==> src/rtl/rdc_cfg.svh <==
// Overview of operation
// - On an event, load the 5-bit code of the analog input that caused it.
// - Accept results only from inputs 0 to 31; ignore higher-numbered inputs.
// - Enable bit 7 switches the comparator on; writing 0 clears the event flag.
// - Interrupt enable bit 6 sets interrupt status bit 0 whenever the event flag sets; the irq pin also needs enable mask bit 0.
// - Read-only event flag bit 5 is set by hardware on comparator true.
// - Reading the input identifier field, or disabling, clears the event flag.
// - Five select bits choose which conditions make the comparator output true.
// - Between select bit 4: low < result < high, both strict.
// - At-or-above-high select bit 3: result >= high threshold.
// - Below-high select bit 2: result < high threshold.
// - Control bits 31 to 13 are unimplemented and read zero.
`ifndef RDC_CFG_SVH
`define RDC_CFG_SVH

// ----------------------------------------------------------------------------
// Register offsets
// ----------------------------------------------------------------------------
`define RDC_ADDR_W        8
`define RDC_OFS_CTRL      8'h00
`define RDC_OFS_THRESH    8'h04
`define RDC_OFS_IRQ_STAT  8'h08
`define RDC_OFS_IRQ_CLR   8'h0C
`define RDC_OFS_IRQ_EN    8'h10
`define RDC_OFS_RESULT    8'h14

// ----------------------------------------------------------------------------
// Control and threshold register fields
// ----------------------------------------------------------------------------
`define RDC_BIT_ENABLE    7
`define RDC_BIT_IRQ_EN    6
`define RDC_BIT_FLAG      5
`define RDC_SEL_MSB       4
`define RDC_ID_LSB        8
`define RDC_ID_MSB        12
`define RDC_THR_LOW_LSB   0
`define RDC_THR_HIGH_LSB  16

// ----------------------------------------------------------------------------
// Interrupt status bits and reset values
// ----------------------------------------------------------------------------
`define RDC_IRQ_W         3
`define RDC_IRQ_EVENT     0
`define RDC_IRQ_IGNORED   1
`define RDC_IRQ_OVERRUN   2
`define RDC_CTRL_RST      8'h00
`define RDC_THR_RST       16'h0000
`define RDC_ID_RST        5'h00
`define RDC_IRQ_RST       3'h0

`endif

==> src/rtl/rdc_pkg.sv <==
package rdc_pkg;

    // One conversion result from the converter result path
    typedef struct packed {
        logic        valid;      // One-cycle strobe
        logic [5:0]  input_num;  // Analog input number, 0..63
        logic [31:0] data;       // Conversion result
    } rdc_conv_t;

    // Event-select bits, bit 4 down to bit 0
    typedef struct packed {
        logic between;
        logic at_or_above_high;
        logic below_high;
        logic at_or_above_low;
        logic below_low;
    } rdc_evt_sel_t;

    // Threshold pair
    typedef struct packed {
        logic [15:0] high_threshold;
        logic [15:0] low_threshold;
    } rdc_thresh_t;

    // Register port request
    typedef struct packed {
        logic        wr;
        logic        rd;
        logic [7:0]  addr;
        logic [31:0] wdata;
    } rdc_bus_req_t;

endpackage : rdc_pkg

==> src/rtl/rdc_comparator.sv <==
// The address-and-strobe port and the register offsets were left to the implementer.
`timescale 1ns/1ps
`default_nettype none
`include "rdc_cfg.svh"

module rdc_comparator (
    input  wire logic                 ref_clk,          // 200 MHz clock
    input  wire logic                 sys_rst,          // Sync reset, high
    input  wire rdc_pkg::rdc_bus_req_t bus_req,         // Register request
    output logic [31:0]               rd_data,          // Read data, next cycle
    input  wire rdc_pkg::rdc_conv_t   conv,             // Result path input
    output logic                      cmp_event_flag,   // Event flag level
    output logic [4:0]                monitored_input_id, // Input of last event
    output logic                      cmp_event_pulse,  // One cycle per event
    output logic                      irq               // Interrupt level
);

    // ------------------------------------------------------------------------
    // Declarations
    // ------------------------------------------------------------------------
    logic                  cmp_enable_r;
    logic                  cmp_irq_enable_r;
    rdc_pkg::rdc_evt_sel_t evt_sel_r;
    rdc_pkg::rdc_thresh_t  thresh_r;
    logic                  flag_r;
    logic [4:0]            id_r;
    logic [31:0]           last_result_r;
    logic [`RDC_IRQ_W-1:0] irq_stat_r;
    logic [`RDC_IRQ_W-1:0] irq_stat_nxt;
    logic [`RDC_IRQ_W-1:0] irq_en_r;
    logic [`RDC_IRQ_W-1:0] irq_en_nxt;
    logic [31:0]           rd_data_r;
    logic                  irq_r;
    logic                  pulse_r;

    logic                  hit;
    logic                  in_range;
    logic                  accept;
    logic                  ignored;
    logic                  event_now;
    logic                  wr_ctrl;
    logic                  wr_thresh;
    logic                  wr_clr;
    logic                  wr_en;
    logic                  rd_ctrl;
    logic                  disable_wr;
    logic                  flag_clear;
    logic [31:0]           ctrl_view;
    logic [31:0]           rd_mux;
    logic [`RDC_IRQ_W-1:0] irq_set;
    logic [`RDC_IRQ_W-1:0] irq_clr;

    // ------------------------------------------------------------------------
    // Address decode
    // ------------------------------------------------------------------------

    // Write selects per register and the read select for the control register
    assign wr_ctrl   = bus_req.wr && (bus_req.addr == `RDC_OFS_CTRL);
    assign wr_thresh = bus_req.wr && (bus_req.addr == `RDC_OFS_THRESH);
    assign wr_clr    = bus_req.wr && (bus_req.addr == `RDC_OFS_IRQ_CLR);
    assign wr_en     = bus_req.wr && (bus_req.addr == `RDC_OFS_IRQ_EN);
    assign rd_ctrl   = bus_req.rd && (bus_req.addr == `RDC_OFS_CTRL);

    // A control write with the enable bit low switches the unit off
    assign disable_wr = wr_ctrl && !bus_req.wdata[`RDC_BIT_ENABLE];

    // ------------------------------------------------------------------------
    // Comparison
    // ------------------------------------------------------------------------

    // Condition evaluation on the incoming result
    rdc_cmp_window u_window (
        .data (conv.data),
        .thr  (thresh_r),
        .sel  (evt_sel_r),
        .hit  (hit)
    );

    // Only inputs 0..31 are processed; higher numbers are dropped
    assign in_range = (conv.input_num[5] == 1'b0);
    assign accept   = conv.valid && cmp_enable_r && in_range;
    assign ignored  = conv.valid && cmp_enable_r && !in_range;

    // Comparator true on an accepted result
    assign event_now = accept && hit;

    // ------------------------------------------------------------------------
    // Control bits
    // ------------------------------------------------------------------------

    // Enable, interrupt enable and event selects
    always_ff @(posedge ref_clk) begin
        if (sys_rst) begin
            cmp_enable_r     <= 1'b0;
            cmp_irq_enable_r <= 1'b0;
            evt_sel_r        <= '0;
        end else if (wr_ctrl) begin
            cmp_enable_r     <= bus_req.wdata[`RDC_BIT_ENABLE];
            cmp_irq_enable_r <= bus_req.wdata[`RDC_BIT_IRQ_EN];
            evt_sel_r        <= bus_req.wdata[`RDC_SEL_MSB:0];
        end
    end

    // Threshold pair
    always_ff @(posedge ref_clk) begin
        if (sys_rst) begin
            thresh_r.low_threshold  <= `RDC_THR_RST;
            thresh_r.high_threshold <= `RDC_THR_RST;
        end else if (wr_thresh) begin
            thresh_r.low_threshold  <= bus_req.wdata[`RDC_THR_LOW_LSB +: 16];
            thresh_r.high_threshold <= bus_req.wdata[`RDC_THR_HIGH_LSB +: 16];
        end
    end

    // ------------------------------------------------------------------------
    // Event flag and input identifier
    // ------------------------------------------------------------------------

    // Cleared by reading the identifier or by disabling; a new event wins
    assign flag_clear = rd_ctrl || disable_wr;

    // Sticky event flag
    always_ff @(posedge ref_clk) begin
        if (sys_rst) begin
            flag_r <= 1'b0;
        end else if (event_now) begin
            flag_r <= 1'b1;
        end else if (flag_clear) begin
            flag_r <= 1'b0;
        end
    end

    // Identifier of the input that caused the latest event
    always_ff @(posedge ref_clk) begin
        if (sys_rst) begin
            id_r <= `RDC_ID_RST;
        end else if (event_now) begin
            id_r <= conv.input_num[4:0];
        end
    end

    // Last accepted result, for software inspection
    always_ff @(posedge ref_clk) begin
        if (sys_rst) begin
            last_result_r <= 32'h0000_0000;
        end else if (accept) begin
            last_result_r <= conv.data;
        end
    end

    // One-cycle event marker
    always_ff @(posedge ref_clk) begin
        if (sys_rst) begin
            pulse_r <= 1'b0;
        end else begin
            pulse_r <= event_now;
        end
    end

    // ------------------------------------------------------------------------
    // Interrupt status, clear and enable
    // ------------------------------------------------------------------------

    // Status sources: flag setting with the unit's own interrupt enable,
    // an ignored out-of-range result, and an event while flag still set
    assign irq_set[`RDC_IRQ_EVENT]   = event_now && cmp_irq_enable_r;
    assign irq_set[`RDC_IRQ_IGNORED] = ignored;
    assign irq_set[`RDC_IRQ_OVERRUN] = event_now && flag_r && !flag_clear;

    // Clear pattern from the write-only clear register
    assign irq_clr = wr_clr ? bus_req.wdata[`RDC_IRQ_W-1:0] : '0;

    // Set beats clear in the same cycle
    always_comb begin
        irq_stat_nxt = (irq_stat_r & ~irq_clr) | irq_set;
    end

    // Sticky status bits
    always_ff @(posedge ref_clk) begin
        if (sys_rst) begin
            irq_stat_r <= `RDC_IRQ_RST;
        end else begin
            irq_stat_r <= irq_stat_nxt;
        end
    end

    // Enable mask
    always_ff @(posedge ref_clk) begin
        if (sys_rst) begin
            irq_en_r <= `RDC_IRQ_RST;
        end else if (wr_en) begin
            irq_en_r <= bus_req.wdata[`RDC_IRQ_W-1:0];
        end
    end

    // Mask value after this cycle, so the pin follows a mask write at once
    assign irq_en_nxt = wr_en ? bus_req.wdata[`RDC_IRQ_W-1:0] : irq_en_r;

    // Registered interrupt level
    always_ff @(posedge ref_clk) begin
        if (sys_rst) begin
            irq_r <= 1'b0;
        end else begin
            irq_r <= |(irq_stat_nxt & irq_en_nxt);
        end
    end

    // ------------------------------------------------------------------------
    // Read path
    // ------------------------------------------------------------------------

    // Control register image; upper bits stay zero
    always_comb begin
        ctrl_view                              = 32'h0000_0000;
        ctrl_view[`RDC_ID_MSB:`RDC_ID_LSB]     = id_r;
        ctrl_view[`RDC_BIT_ENABLE]             = cmp_enable_r;
        ctrl_view[`RDC_BIT_IRQ_EN]             = cmp_irq_enable_r;
        ctrl_view[`RDC_BIT_FLAG]               = flag_r;
        ctrl_view[`RDC_SEL_MSB:0]              = evt_sel_r;
    end

    // Read multiplexer; unmapped and write-only offsets read zero
    always_comb begin
        rd_mux = 32'h0000_0000;
        unique case (bus_req.addr)
            `RDC_OFS_CTRL: begin
                rd_mux = ctrl_view;
            end
            `RDC_OFS_THRESH: begin
                rd_mux = thresh_r;
            end
            `RDC_OFS_IRQ_STAT: begin
                rd_mux[`RDC_IRQ_W-1:0] = irq_stat_r;
            end
            `RDC_OFS_IRQ_EN: begin
                rd_mux[`RDC_IRQ_W-1:0] = irq_en_r;
            end
            `RDC_OFS_RESULT: begin
                rd_mux = last_result_r;
            end
            default: begin
                rd_mux = 32'h0000_0000;
            end
        endcase
    end

    // Data stand only in the cycle after the read strobe
    always_ff @(posedge ref_clk) begin
        if (sys_rst) begin
            rd_data_r <= 32'h0000_0000;
        end else if (bus_req.rd) begin
            rd_data_r <= rd_mux;
        end else begin
            rd_data_r <= 32'h0000_0000;
        end
    end

    // ------------------------------------------------------------------------
    // Outputs
    // ------------------------------------------------------------------------

    // All outputs come straight from flip-flops
    assign rd_data            = rd_data_r;
    assign cmp_event_flag     = flag_r;
    assign monitored_input_id = id_r;
    assign cmp_event_pulse    = pulse_r;
    assign irq                = irq_r;

endmodule : rdc_comparator

`default_nettype wire

==> src/rtl/rdc_cmp_window.sv <==
`timescale 1ns/1ps
`default_nettype none

module rdc_cmp_window (
    input  wire logic [31:0]          data,   // Conversion result
    input  wire rdc_pkg::rdc_thresh_t thr,    // Low and high thresholds
    input  wire rdc_pkg::rdc_evt_sel_t sel,   // Enabled conditions
    output logic                      hit     // Comparator output
);

    logic [31:0] low_ext;
    logic [31:0] high_ext;
    logic        c_between;
    logic        c_hihi;
    logic        c_hilo;
    logic        c_lohi;
    logic        c_lolo;

    // Thresholds widened with zeros so the full result is compared
    assign low_ext  = {16'h0000, thr.low_threshold};
    assign high_ext = {16'h0000, thr.high_threshold};

    // Individual conditions
    assign c_between = (data > low_ext) && (data < high_ext);
    assign c_hihi    = (data >= high_ext);
    assign c_hilo    = (data < high_ext);
    assign c_lohi    = (data >= low_ext);
    assign c_lolo    = (data < low_ext);

    // Any selected condition makes the output true
    assign hit = (sel.between          & c_between) |
                 (sel.at_or_above_high & c_hihi)    |
                 (sel.below_high       & c_hilo)    |
                 (sel.at_or_above_low  & c_lohi)    |
                 (sel.below_low        & c_lolo);

endmodule : rdc_cmp_window

`default_nettype wire

==> config.mk <==
export PLATFORM = sky130hd
export DESIGN_NAME = rdc_comparator
export DESIGN_NICKNAME = d
export VERILOG_FILES = /design/src/rtl/rdc_pkg.sv /design/src/rtl/rdc_comparator.sv /design/src/rtl/rdc_cmp_window.sv
export VERILOG_INCLUDE_DIRS = /design/src /design/src/rtl
export SDC_FILE = /design/constraint.sdc
export NUM_CORES = 1
export LEC_CHECK = 0
export CAP_MARGIN = 10
export CORE_AREA = 2 2 97 99
export DETAILED_ROUTE_END_ITERATION = 7
export DIE_AREA = 0 0 99 101
export DONT_BUFFER_PORTS = 1
export PLACE_DENSITY = 0.83
export SYNTH_ARGS = -nofsm -noshare
export SYNTH_HDL_FRONTEND = slang
export SYNTH_SLANG_ARGS = --single-unit
export TNS_END_PERCENT = 100
==> constraint.sdc <==
create_clock -name ref_clk -period 3.8 [get_ports ref_clk]
set_input_delay 0.76 -clock ref_clk [delete_from_list [all_inputs] [get_ports ref_clk]]
set_output_delay 0.76 -clock ref_clk [all_outputs]
set_load 0.05 [all_outputs]
==> impl_metrics.toml, run 1 <==
[layout]
num_antenna_cells = 0
syn2layout_area_growth_pct = 12.5
final_util_pct = 66.2
finalNetCount = 743
fin_cells = 752
drive_gt1_share_pct = 10.8

[timing]
fin_crit_sh_pct = 77.0
max_freq_ghz = 0.342
setup_tns_ns = 0
period_minus_slack_ns = 2.93
whs_ns = 0.308
hold_violations = 0
grt_setup_unrepaired = "no"
worst_pin_slew_ns = 0.798
setup_viol = 0
maxSlewViolCount = 0
fin_worst_skew_ns = 0.00596
slew_headroom_pct = 46.8

[grt]
grt_pass1_wl_um = 22600
grt_max_degree = 93
grt_overflow = 0
gr-usage-all-layers_pct = 29.2
antenna_found_initial = 0
grt_pass1_vias = 4460

[power_and_ir_drop]
pwr-share-seq_pct = 41.0
swShare_pct = 21.9
p_leak_uw = 0.00196
peakVddDrop_mv = 0.274
p_sw_uw = 654
finalPower_uw = 2990
p_clk_share_pct = 57.1
intPower_uw = 2340
power.density_mw_per_mm2 = 504
combPwrFrac_pct = 1.8

[floorplanning]
rows = 35
core_mm2 = 0.00898
start_util_pct = 58.8
die_w_um = 99
ioPinCount = 123
die_area_mm2 = 0.0100
fp.dieH_um = 101

[yosys]
ys_warn_count = 0
syn_area_mm2 = 0.00528
yosysTopAreaCell = "dfxtp_1"
ys_top_cells_by_area = "dfxtp_1 (44%), nand2_1 (11%), a21oi_1 (8.2%)"
synth_nets = 758
postSynthCellCount = 643
ys_seq_area_share_pct = 44.3
synth_ff_type = "dfxtp_1"
synth-edff-count = 0
synth_commonest_cells = "nand2_1 (153), dfxtp_1 (117), a21oi_1 (87)"
syn_avg_cell_area_um2 = 8.21
yosys.cell_count.top_type = "nand2_1"
yosysTopAreaCellShare_pct = 44.3
ys_ff_latch = 117
yosysUniqueCellTypes = 46
async_flop_share_pct = 0

[placed_design]
portBuffers = 0
dp_cells = 720
globalplace.congestion = 0.939
post-dp-hpwl_um = 9990

[status]
status = "completed"

[drt]
avgRoutedWirePerCell_um = 19.2
drc = 0
wl_um = 14400
dr.pass1.iters = 5
drt-vias-per-instance = 6.18
dr_total_vias = 4648
antenna_left = 0
drt_iter0_markers = 331

[worst_setup_path]
crit_family = "compound AO/OA/AOI/OAI gates"
r2r-start = "thresh_r[25]"
endpoint_kind = "flip-flop"
r2r_cells = 10
reg2reg_to = "monitored_input_id[2]"
crit_fanout = 8
reg2reg_slack_ns = 0.87
crit_path_start_kind = "flip-flop"
cp.arrival_ns = 3.33
crit_chain = "inv_1 > ha_1 > a21oi_1 > o21ai_1 > a2111oi_2 > a211oi_1 > or4_1 > o2111ai_4 > and2_4 > o21ai_2"
path_buf_inv = 1
worstSetupPathType = "flip-flop to flip-flop"
critPathRequiredTime_ns = 4.21
crit_path_top_delay_cell = "or4_1"
slowest_delay_ns = 0.56

[clocking]
post-cts-setup-buffer-count = 0
clkSinkCount = 117
ctsHtreeMaxLevel = 4
cts_root_buf = "clkbuf_8"
cts_resized = 0
numCtsBuffers = 17
cts_buffer_depth = 2
insertion_delay_ns = 0.52
clk_pin_slew_ns = 0.06
hold_buffers = 0
cts_tree = "done"

[worst_hold_path]
min_to = "thresh_r[7]"
holdCritStartpoint = "sys_rst"
hp-class = "input port to flip-flop"
hold_depth = 1

[run]
drv_cap = 0
==> routing by layer <==
layer / part of all wire (%) / global-route usage (%)
met1: 39 / 35.2
met2: 49 / 47.2
met3: 9.9 / 10.3
met4: 1.9 / 12.4
met5: 0 / 0
==> worst max-delay path by stage <==
stage | start | endpoint | slack [ns] | cells after the start
2_1_floorplan | conv[11] | monitored_input_id[0] | 0.83 | 9
3_3_place_gp | conv[11] | monitored_input_id[4] | 0.66 | 9
3_5_place_dp | conv[9] | monitored_input_id[2] | 0.60 | 9
4_1_cts | thresh_r[25] | monitored_input_id[2] | 0.88 | 10
5_1_grt | thresh_r[25] | monitored_input_id[2] | 0.70 | 10
6_report | thresh_r[25] | monitored_input_id[2] | 0.87 | 10
==> power groups by stage <==
| stage | combinational (uW) | sequential [uW] | clock [uW] |
|---|---|---|---|
| finish | 54.7 | 1230 | 1710 |
| detailed placement | 53.5 | 1250 | 0 |
| CTS | 54.1 | 1230 | 1720 |
| global placement | 50.1 | 1250 | 0 |
| global route | 62.1 | 1230 | 1790 |
| floorplan | 58.0 | 1250 | 0 |
==> worst register-to-register path, delay by kind of cell, from the launching register on <==
family	cells	cell delay [ns]
compound gates	6	1.22
simple gates	2	0.82
buf+inv	1	0.09
fa+ha+maj	1	0.30
flops	1	0.39
==> layout make-up <==
| cell class | instances | area, um^2 |
|---|---|---|
| Tap cell | 111 | 139 |
| Timing Repair Buffer | 10 | 75.1 |
| Fill cell | 708 | 3040 |
| Sequential cell | 117 | 2340 |
| Clock buffer | 17 | 414 |
| Multi-Input combinational cell | 450 | 2630 |
| Inverter | 32 | 120 |
| Clock inverter | 15 | 216 |
==> registers in the layout (all words and copies together) (netlist names) <==
signal / count
cmp_enable_r: 1
cmp_event_flag: 1
cmp_event_pulse: 1
cmp_irq_enable_r: 1
ctrl_view: 5
irq: 1
irq_en_r: 3
irq_stat_r: 3
last_result_r: 32
monitored_input_id: 5
rd_data: 32
thresh_r: 32
==> through the flow <==
stage	area, um^2	worst slack [ns]
after detailed placement	5310	0.595
after CTS	5940	0.880
final	5940	0.874
after floorplan	5280	0.828
after global routing	5940	0.704
after global placement	5310	0.657
==> cells in the final DEF, fill, tap and decap left out, types with 8 or more instances in the layout <==
cell type / instances
a21oi_1: 87
ha_1: 32
mux2_2: 12
nand2_1: 153
nor2_1: 39
clkbuf_16: 16
nand4_1: 8
dfxtp_1: 117
nand3_1: 9
inv_1: 32
a22oi_1: 29
buf_4: 10
==> kinds of logic after synthesis <==
kind of cell | after synthesis | synth area share, %
fa+ha+maj | 32 | 7.58
mux | 14 | 2.94
flops | 117 | 44.3
compound gates | 151 | 17.9
buf+inv | 76 | 5.92
simple gates | 253 | 21.3
Note: power is estimated with default switching activity, not from simulation.
==> run 2, diff against run 1 <==
- ABC_AREA: unset -> 1
- CORE_AREA: 2 2 97 99 -> 2 2 99 101
- DIE_AREA: 0 0 99 101 -> 0 0 101 103
- PLACE_DENSITY: 0.83 -> 0.82
- clock period: 3.8 -> 2.81 ns (I/O delays scaled with it)
==> impl_metrics.toml, run 2 <==
[status]
status = "completed"

[power_and_ir_drop]
p_clk_share_pct = 57.0
pwr-share-seq_pct = 39.8
intPower_uw = 3350
peakVddDrop_mv = 0.414
p_leak_uw = 0.00261
power.density_mw_per_mm2 = 684
p_sw_uw = 823
combPwrFrac_pct = 3.1
swShare_pct = 19.7

[yosys]
yosys.cell_count.top_type = "dfxtp_1"
synth_nets = 840
yosysTopAreaCell = "dfxtp_1"
ys_warn_count = 0
synthMuxAreaShare_pct = 0
postSynthCellCount = 725
synth_commonest_cells = "dfxtp_1 (117), nand2_1 (111), inv_1 (98)"
synth-edff-count = 0
async_flop_share_pct = 0
synth_top_family_by_area = "simple AND/OR/NAND/NOR gates"
synth_fa_ha_area_share_pct = 7.38
synth_ff_type = "dfxtp_1"
synth_xor_xnor_area_share_pct = 0
synth_compound_area_share_pct = 18.5
ys_top_cells_by_area = "dfxtp_1 (43%), a21oi_1 (7.8%), nand2_1 (7.7%)"
syn_area_mm2 = 0.00542
ys_ff_latch = 117
yosysTopAreaCellShare_pct = 43.2
syn_avg_cell_area_um2 = 7.48
yosys.area_share.simple_pct = 20.4
yosysUniqueCellTypes = 41
ys_seq_area_share_pct = 43.2

[drt]
avgRoutedWirePerCell_um = 16.9
wl_um = 14200
drt-vias-per-instance = 5.67
antenna_left = 0
drt_iter0_markers = 272
dr_total_vias = 4782
dr.pass1.iters = 5
drc = 0

[clocking]
cts_buffer_depth = 2
cts_resized = 0
cts_root_buf = "clkbuf_8"
hold_buffers = 0
ctsHtreeMaxLevel = 4
clk_pin_slew_ns = 0.06
clkSinkCount = 117
post-cts-setup-buffer-count = 0
insertion_delay_ns = 0.52
cts_tree = "done"
numCtsBuffers = 17

[layout]
finalNetCount = 832
syn2layout_area_growth_pct = 12.6
num_antenna_cells = 0
mostFrequentLayoutCells = "dfxtp_1 (117), nand2_1 (111), inv_1 (97)"
drive_gt1_share_pct = 8.90
regArea_mm2 = 0.00234
final_util_pct = 64.6
final_common_cell = "dfxtp_1"
multi_input_comb_area_mm2 = 0.00251
fillCellCount = 786

[floorplanning]
start_util_pct = 57.3
core_mm2 = 0.00946
rows = 36
fp.dieH_um = 103
die_area_mm2 = 0.0104
ioPinCount = 123
die_w_um = 101

[worst_setup_path]
crit_path_start_kind = "flip-flop"
cp.arrival_ns = 2.59
worstSetupPathType = "flip-flop to flip-flop"
crit_fanout = 9
critPathRequiredTime_ns = 3.22
endpoint_kind = "flip-flop"

[grt]
gr-usage-all-layers_pct = 27.9
grt_max_degree = 78
antenna_found_initial = 1
grt_pass1_wl_um = 22200
grt_pass1_vias = 4557
grt_overflow = 0

[timing]
fin_worst_skew_ns = 0.00653
setup_viol = 0
period_minus_slack_ns = 2.18
worst_pin_slew_ns = 0.820
max_freq_ghz = 0.459
setup_tns_ns = 0
grt_setup_unrepaired = "no"
fin_crit_sh_pct = 77.5
maxSlewViolCount = 0
hold_violations = 0
slew_headroom_pct = 45.2

[run]
drv_cap = 0

[placed_design]
globalplace.congestion = 0.915
post-dp-hpwl_um = 10200
portBuffers = 0

[worst_hold_path]
hp-class = "input port to flip-flop"
[run 2: final cells by class]
| type | instances | share of cell area, % |
|---|---|---|
| clock inverter | 8 | 2.75 |
| clock buffer | 24 | 8.03 |
| tap | 114 | 2.34 |
| sequential | 117 | 38.4 |
| multi-input combinational | 469 | 41.0 |
| inverter | 103 | 6.39 |
| timing repair buffer | 9 | 1.11 |
[run 2: power by group through the flow]
stage	registers (uW)	logic, uW	clock network (uW)
after floorplan	1700	104	0
final	1660	131	2380
after global routing	1660	152	2470
after global placement	1700	122	0
after CTS	1660	130	2400
after detailed placement	1700	128	0
[run 2: through the flow]
step / cell area, um^2 / hold WS, ns / std cells / setup slack [ns] / total power [uW]
finish: 6110 / 0.102 / 844 / 0.633 / 4180
global route: 6110 / 0.0833 / 844 / 0.419 / 4290
CTS: 6110 / 0.0886 / 844 / 0.639 / 4190
detailed placement: 5450 / 0.451 / 812 / 0.453 / 1830
global placement: 5450 / 0.436 / 812 / 0.506 / 1820
floorplan: 5420 / 0.424 / 725 / 0.780 / 1800
[run 2: worst paths after layout]
kind | from | endpoint | slack (ns) | cells past startpoint
hold / removal | sys_rst | cmp_event_flag | 0.10 | 1
setup / recovery | thresh_r[15] | monitored_input_id[2] | 0.63 | 14
setup reg to reg | thresh_r[15] | monitored_input_id[2] | 0.63 | 14
hold reg to reg | last_result_r[4] | last_result_r[4] | 0.46 | 2
[run 2: layer usage]
metal | vias to the layer above | part of all wire [%] | wire (um) | GRT usage (%)
met3 | 34 | 7.4 | 1060 | 9.15
met1 | 2219 | 39 | 5510 | 31.6
met5 | - | 0.13 | 19 | 0
met2 | 188 | 51 | 7220 | 48.1
li1 | 2339 | - | - | -
met4 | 2 | 3.0 | 425 | 12.5
[run 2: cell families after synthesis]
| family | Yosys count |
|---|---|
| fa+ha+maj | 32 |
| flops | 117 |
| simple gates | 251 |
| compound gates | 186 |
| buf+inv | 139 |
[run 2: worst max-delay path, cell delays in order (launching register included)]
cell	delay, ns
dfxtp_1	0.32
inv_1	0.06
ha_1	0.29
nand2_1	0.07
nor2_1	0.21
a21boi_0	0.25
nor2_1	0.12
nand3_1	0.09
nand2_1	0.06
nor2_2	0.12
nand2_2	0.10
nand2_4	0.13
inv_2	0.06
nor2_1	0.10
nor2_1	0.06
